<file path="src/p3i_regs.svh">
/*
  Register offsets, field positions and reset values of the port 2/3
  pin configuration and external interrupt block.
  Assumes a classic Wishbone slave with 32-bit data, one register per word.
*/
`ifndef P3I_REGS_SVH
`define P3I_REGS_SVH

// Printed register indices; byte address is four times the index
`define P3I_IDX_P2_PULLUP   8'hF4
`define P3I_IDX_P3_CONFIG   8'hF5
`define P3I_IDX_P3_IRQ_EN   8'hF6
`define P3I_IDX_P3_PULLUP   8'hF7
`define P3I_IDX_P3_EDGE     8'hF8
`define P3I_IDX_IRQ_STATUS  8'hF9
`define P3I_IDX_IRQ_MASK    8'hFA
`define P3I_IDX_PIN_LEVEL   8'hFB

// Implemented field widths
`define P3I_P2_PULLUP_W     4
`define P3I_P3_CONFIG_W     4
`define P3I_P3_BITS_W       2

// Reset values
`define P3I_RST_P2_PULLUP   4'h0
`define P3I_RST_P3_CONFIG   4'h0
`define P3I_RST_P3_BITS     2'h0

// Pin mode codes
`define P3I_MODE_INPUT      2'h0
`define P3I_MODE_PUSHPULL   2'h1
`define P3I_MODE_OPENDRAIN  2'h2
`define P3I_MODE_NONE       2'h3

`endif

</file>
<file path="src/p3i_pkg.sv">
/*
  Types of the port 2/3 pin configuration and external interrupt block.
  Assumes p3i_regs.svh supplies the field widths.
*/
`include "p3i_regs.svh"

package p3i_pkg;

  typedef struct packed {
    logic [`P3I_P2_PULLUP_W-1:0] p2_pullup;
    logic [`P3I_P3_CONFIG_W-1:0] p3_config;
    logic [`P3I_P3_BITS_W-1:0]   p3_irq_en;
    logic [`P3I_P3_BITS_W-1:0]   p3_pullup;
    logic [`P3I_P3_BITS_W-1:0]   p3_edge;
    logic [`P3I_P3_BITS_W-1:0]   irq_status;
    logic [`P3I_P3_BITS_W-1:0]   irq_mask;
    logic [`P3I_P3_BITS_W-1:0]   sync1;
    logic [`P3I_P3_BITS_W-1:0]   sync2;
    logic [`P3I_P3_BITS_W-1:0]   sync3;
    logic [`P3I_P3_BITS_W-1:0]   level;
    logic [`P3I_P3_BITS_W-1:0]   p3_out;
    logic [`P3I_P3_BITS_W-1:0]   p3_oe_n;
    logic [`P3I_P3_BITS_W-1:0]   p3_pull;
    logic [`P3I_P2_PULLUP_W-1:0] p2_pull;
    logic                        irq;
    logic                        ack;
    logic [31:0]                 rdata;
  } p3i_state_t;

endpackage

</file>
<file path="src/p3i_port3.sv">
/*
  Port 3 pin configuration, pull-up control and edge interrupt logic,
  with the port 2 pull-up enables, as a classic Wishbone slave.
  Assumes one clock, synchronous active-high reset, and external pads
  that resolve the output enables and pull-up controls.
*/
`timescale 1ns/1ns
`default_nettype none
`include "p3i_regs.svh"

module p3i_port3
  import p3i_pkg::*;
(
  input  wire logic                         clk_i,
  input  wire logic                         rst_i,
  input  wire logic                         wb_cyc_i,
  input  wire logic                         wb_stb_i,
  input  wire logic                         wb_we_i,
  input  wire logic [9:0]                   wb_adr_i,
  input  wire logic [3:0]                   wb_sel_i,
  input  wire logic [31:0]                  wb_dat_i,
  output logic      [31:0]                  wb_dat_o,
  output logic                              wb_ack_o,
  input  wire logic [`P3I_P3_BITS_W-1:0]    p3_pin_i,
  input  wire logic [`P3I_P3_BITS_W-1:0]    p3_data_i,
  output logic      [`P3I_P3_BITS_W-1:0]    p3_pin_o,
  output logic      [`P3I_P3_BITS_W-1:0]    p3_pin_oe_n_o,
  output logic      [`P3I_P3_BITS_W-1:0]    p3_pullup_en_o,
  output logic      [`P3I_P2_PULLUP_W-1:0]  p2_pullup_en_o,
  output logic                              irq_o
);

  p3i_state_t s_q;
  p3i_state_t s_d;

  logic [7:0] idx;
  logic       req;
  logic       wr;
  assign idx = wb_adr_i[9:2];
  assign req = wb_cyc_i && wb_stb_i && !s_q.ack;
  assign wr  = req && wb_we_i && wb_sel_i[0];

  ////////////////////////////////////////////////////////////////////
  always_comb
  begin
    logic [`P3I_P3_BITS_W-1:0] edge_hit;
    logic [`P3I_P3_BITS_W-1:0] clr;
    logic [1:0]                mode;
    edge_hit = '0;
    clr      = '0;
    mode     = 2'h0;
    s_d      = s_q;

    // Three-stage sampling; a change counts when stages two and three agree
    s_d.sync1 = p3_pin_i;
    s_d.sync2 = s_q.sync1;
    s_d.sync3 = s_q.sync2;
    for (int i = 0; i < `P3I_P3_BITS_W; i++)
    begin
      if (s_q.sync2[i] == s_q.sync3[i])
      begin
        s_d.level[i] = s_q.sync3[i];
        if (s_q.sync3[i] != s_q.level[i])
        begin
          edge_hit[i] = s_q.p3_edge[i] ? s_q.sync3[i] : !s_q.sync3[i];
        end
      end
    end

    // Register writes; only the low implemented bits are stored
    if (wr)
    begin
      case (idx)
        `P3I_IDX_P2_PULLUP: s_d.p2_pullup = wb_dat_i[`P3I_P2_PULLUP_W-1:0];
        `P3I_IDX_P3_CONFIG: s_d.p3_config = wb_dat_i[`P3I_P3_CONFIG_W-1:0];
        `P3I_IDX_P3_IRQ_EN: s_d.p3_irq_en = wb_dat_i[`P3I_P3_BITS_W-1:0];
        `P3I_IDX_P3_PULLUP: s_d.p3_pullup = wb_dat_i[`P3I_P3_BITS_W-1:0];
        `P3I_IDX_P3_EDGE:   s_d.p3_edge   = wb_dat_i[`P3I_P3_BITS_W-1:0];
        `P3I_IDX_IRQ_STATUS: clr          = wb_dat_i[`P3I_P3_BITS_W-1:0];
        `P3I_IDX_IRQ_MASK:  s_d.irq_mask  = wb_dat_i[`P3I_P3_BITS_W-1:0];
        default: ;
      endcase
    end

    // enable gates capture; set beats clear
    s_d.irq_status = (s_q.irq_status & ~clr) | (edge_hit & s_q.p3_irq_en);

    for (int i = 0; i < `P3I_P3_BITS_W; i++)
    begin
      mode = s_q.p3_config[2*i +: 2];
      case (mode)
        `P3I_MODE_PUSHPULL:
        begin
          s_d.p3_out[i]  = p3_data_i[i];
          s_d.p3_oe_n[i] = 1'b0;
        end
        `P3I_MODE_OPENDRAIN:
        begin
          // Drives low only; high is released to the pull-up
          s_d.p3_out[i]  = 1'b0;
          s_d.p3_oe_n[i] = p3_data_i[i];
        end
        default:
        begin
          s_d.p3_out[i]  = 1'b0;
          s_d.p3_oe_n[i] = 1'b1;
        end
      endcase
    end
    s_d.p3_pull = s_q.p3_pullup;
    s_d.p2_pull = s_q.p2_pullup;
    s_d.irq     = |(s_d.irq_status & s_d.irq_mask);

    // One-cycle ack; unmapped indices read zero and writes are ignored
    s_d.ack   = req;
    s_d.rdata = 32'h0000_0000;
    if (req && !wb_we_i)
    begin
      case (idx)
        `P3I_IDX_P2_PULLUP:  s_d.rdata[`P3I_P2_PULLUP_W-1:0] = s_q.p2_pullup;
        `P3I_IDX_P3_CONFIG:  s_d.rdata[`P3I_P3_CONFIG_W-1:0] = s_q.p3_config;
        `P3I_IDX_P3_IRQ_EN:  s_d.rdata[`P3I_P3_BITS_W-1:0]   = s_q.p3_irq_en;
        `P3I_IDX_P3_PULLUP:  s_d.rdata[`P3I_P3_BITS_W-1:0]   = s_q.p3_pullup;
        `P3I_IDX_P3_EDGE:    s_d.rdata[`P3I_P3_BITS_W-1:0]   = s_q.p3_edge;
        `P3I_IDX_IRQ_STATUS: s_d.rdata[`P3I_P3_BITS_W-1:0]   = s_q.irq_status;
        `P3I_IDX_IRQ_MASK:   s_d.rdata[`P3I_P3_BITS_W-1:0]   = s_q.irq_mask;
        `P3I_IDX_PIN_LEVEL:  s_d.rdata[`P3I_P3_BITS_W-1:0]   = s_q.level;
        default: ;
      endcase
    end
  end

  ////////////////////////////////////////////////////////////////////
  always_ff @(posedge clk_i)
  begin
    if (rst_i)
    begin
      s_q           <= '0;
      s_q.p3_oe_n   <= 2'h3;
      s_q.p2_pullup <= `P3I_RST_P2_PULLUP;
      s_q.p3_config <= `P3I_RST_P3_CONFIG;
      s_q.p3_irq_en <= `P3I_RST_P3_BITS;
      s_q.p3_pullup <= `P3I_RST_P3_BITS;
      s_q.p3_edge   <= `P3I_RST_P3_BITS;
    end
    else
    begin
      s_q <= s_d;
    end
  end

  assign wb_dat_o       = s_q.rdata;
  assign wb_ack_o       = s_q.ack;
  assign p3_pin_o       = s_q.p3_out;
  assign p3_pin_oe_n_o  = s_q.p3_oe_n;
  assign p3_pullup_en_o = s_q.p3_pull;
  assign p2_pullup_en_o = s_q.p2_pull;
  assign irq_o          = s_q.irq;

endmodule
`default_nettype wire

</file>
<file path="config.mk">
export PLATFORM = sky130hd
export DESIGN_NAME = p3i_port3
export DESIGN_NICKNAME = d
export VERILOG_FILES = /design/src/p3i_pkg.sv /design/src/p3i_port3.sv
export VERILOG_INCLUDE_DIRS = /design/src
export SDC_FILE = /design/constraint.sdc
export NUM_CORES = 1
export LEC_CHECK = 0
export ABC_AREA = 1
export BUFFER_PORTS_ARGS = -buffer_cell sky130_fd_sc_hd__buf_2
export CORE_MARGIN = 4
export CORE_UTILIZATION = 40
export DETAILED_ROUTE_END_ITERATION = 8
export GPL_TIMING_DRIVEN = 0
export PLACE_DENSITY = 0.7
export SLEW_MARGIN = 40
export SYNTH_ARGS = -nofsm -noshare
export SYNTH_HDL_FRONTEND = slang
export SYNTH_SLANG_ARGS = --single-unit
</file>
<file path="constraint.sdc">
create_clock -name clk_i -period 3.4 [get_ports clk_i]
set_input_delay 0.17 -clock clk_i [delete_from_list [all_inputs] [get_ports clk_i]]
set_output_delay 0.17 -clock clk_i [all_outputs]
set_load 0.005 [all_outputs]
</file>
==> results.sh <==
export IMPL_status="finished clean"
export IMPL_cts_htree_levels=2
export IMPL_layout_drive_gt1_share=0.299
export IMPL_die_x_um=80.8
export IMPL_cp_max_fo=10
export IMPL_vias=1816
export IMPL_post_cts_buffers=0
export IMPL_final_cell_mix="nand2_1 (47), buf_4 (43), dfxtp_1 (42)"
export IMPL_ant_nets=0
export IMPL_diodes=0
export IMPL_grt_max_degree=13
export IMPL_global_route_overflow_total=0
export IMPL_viasPerCell=4.27
export IMPL_fin_crit_ns=1.33
export IMPL_synth_area_leaders="dfxtp_1 (40%), buf_4 (15%), nand2_1 (8.3%)"
export IMPL_antenna_found_initial=0
export IMPL_synth_area_leader_cell="dfxtp_1"
export IMPL_p_total_mw=0.988
export IMPL_drc=0
export IMPL_power_leakage_nw=1.34
export IMPL_synth_cell_type_count=26
export IMPL_drtPass1Iterations=4
export IMPL_grt_util_all_layers=0.140
export IMPL_clock_root_buffer="clkbuf_8"
export IMPL_cap_violations=0
export IMPL_io_buffers=36
export IMPL_clk_latency_ns=0.30
export IMPL_async_reset_ff_frac=0
export IMPL_yosysWarnings=0
export IMPL_rows=26
export IMPL_grt_pass1_vias=1613
export IMPL_arrival_ns=1.53
export IMPL_syn_area_sq_um=2120
export IMPL_final_nets=410
export IMPL_syn2layout_area_growth_pct=22.7
export IMPL_netlist_area_leader_share=0.396
export IMPL_cts_made_buffers=5
export IMPL_drv_slew=0
export IMPL_finalSetupTns_ns=0
export IMPL_ios=99
export IMPL_die_y_um=80.8
export IMPL_detail_route_wl_per_cell_um=10.2
export IMPL_finalSetupViolations=0
export IMPL_powerDensity_nw_per_um2=380
export IMPL_utilization=0.510
export IMPL_wirelength_mm=4.32
export IMPL_hp_class="in -> reg"
export IMPL_rsz0062_at_grt="false"
export IMPL_drtIter0Drc=135
export IMPL_clkSlewWorstSetupHoldPaths_ns=0.08
export IMPL_finalHoldViolations=0
export IMPL_fillers=525
export IMPL_cts_tree="done"
export IMPL_ys_flop_type="dfxtp_1"
export IMPL_synth_area_per_cell_sq_um=7.44
export IMPL_startpoint_type="register"
export IMPL_finalClockSkew_ns=0.0115
export IMPL_gp_congestion=0.925
export IMPL_synthCells=285
export IMPL_critPathCaptureType="register"
export IMPL_criticalPathCategory="reg -> reg"
export IMPL_hold_buffers=0
export IMPL_cts_buffer_depth=2
export IMPL_yosys_register_bits=42
export IMPL_initial_core_util=0.415
export IMPL_cts_resized=0
export IMPL_cts_sinks=42
export IMPL_yosysSeqAreaShare=0.396
export IMPL_dieArea_sq_um=6530
export IMPL_coreArea_sq_um=5110
export IMPL_required_ns=3.60
export IMPL_mostFrequentLayoutCell="nand2_1"
export IMPL_timing_final_crit_share=0.391
export IMPL_synth_edf_count=0
export IMPL_dpl_hpwl_mm=3.41
export IMPL_irDropWorstVdd_uv=300
export IMPL_grt_first_pass_wirelength_mm=6.95
export IMPL_timing_fmax_mhz=753
area by class of cell:
class	instances	area, sq um	share of cell area
well taps	70	87.6	0.0337
multi-input cells	189	912	0.350
plain buffers	48	345	0.133
clock buffers	6	82.6	0.0317
inverters	33	124	0.0476
clock inverters	1	30.0	0.0115
repair buffers	36	180	0.0692
flip-flops and latches	42	841	0.323
layer usage:
metal,track usage,routed length [um],vias to the layer above
met1,0.156,1810,792
met3,0.0488,264,9
met2,0.238,2150,44
met4,0.0676,86,0
met5,0,0,-
li1,-,-,971
power by group:
part,internal (mW),total (mW),switching [mW],leakage [nW]
Combinational,0.0407,0.0914,0.0507,0.944
Sequential,0.495,0.497,0.00222,0.339
Clock,0.235,0.399,0.165,0.0573
cell families (layout without fill, tap and decap cells):
kind of cell,after synthesis,in the layout,synth area share
AOI/OAI and AO/OA,40,40,0.101
xor gates and xnor gates,1,1,0.00413
buffers and inverters,81,124,0.221
DFF,42,42,0.396
other,1,28,0.00177
and+or+nand+nor,120,120,0.276
path summary, 6_finish.rpt:
path | endpoint | startpoint | slack (ns) | depth (start not counted)
max | s_q[61]$_SDFFE_PP0P_ | wb_ack_o$_SDFF_PP0_ | 2.07 | 6
min | s_d[49]$_SDFF_PP0_ | p3_pin_i[1] | 0.07 | 3
max reg2reg | s_q[61]$_SDFFE_PP0P_ | wb_ack_o$_SDFF_PP0_ | 2.07 | 6
min reg2reg | s_d[46]$_SDFF_PP0_ | s_d[48]$_SDFF_PP0_ | 0.40 | 2
flip-flops by register name (all words and copies together) (netlist names):
signal / cells
p2_pullup_en_o: 4
s_d: 10
s_q: 16
irq_o: 1
p3_pin_o: 2
wb_ack_o: 1
p3_pullup_en_o: 2
p3_pin_oe_n_o: 2
wb_dat_o: 4
Yosys cell counts, types with 3 or more instances:
library cell and instances:
buf_2 3, inv_1 31, nor2_1 30, nor2_2 3, buf_4 43, nand2_1 47
a21oi_1 19, nand2_2 3, nand4_1 10, nor3_1 3, nor2_4 6, nand3_1 15
dfxtp_1 42, o21ai_0 16
through the flow:
| step | instances | instance area [sq um] | setup slack [ns] | hold slack (ns) |
|---|---|---|---|---|
| after floorplan | 312 | 2220 | 2.22 | 0.277 |
| after global placement | 418 | 2490 | 2.09 | 0.372 |
| after detailed placement | 418 | 2490 | 2.08 | 0.380 |
| after CTS | 425 | 2600 | 2.06 | 0.0579 |
| after global routing | 425 | 2600 | 1.94 | 0.0732 |
| final | 425 | 2600 | 2.07 | 0.0708 |
worst max-delay path, stage by stage (launching register included):
cell	delay [ns]
dfxtp_1	0.32
nand3b_4	0.16
nor2_1	0.15
buf_4	0.22
nand3_1	0.15
o21ai_0	0.18
a21oi_1	0.05
Power figures use the tool's default switching activity.
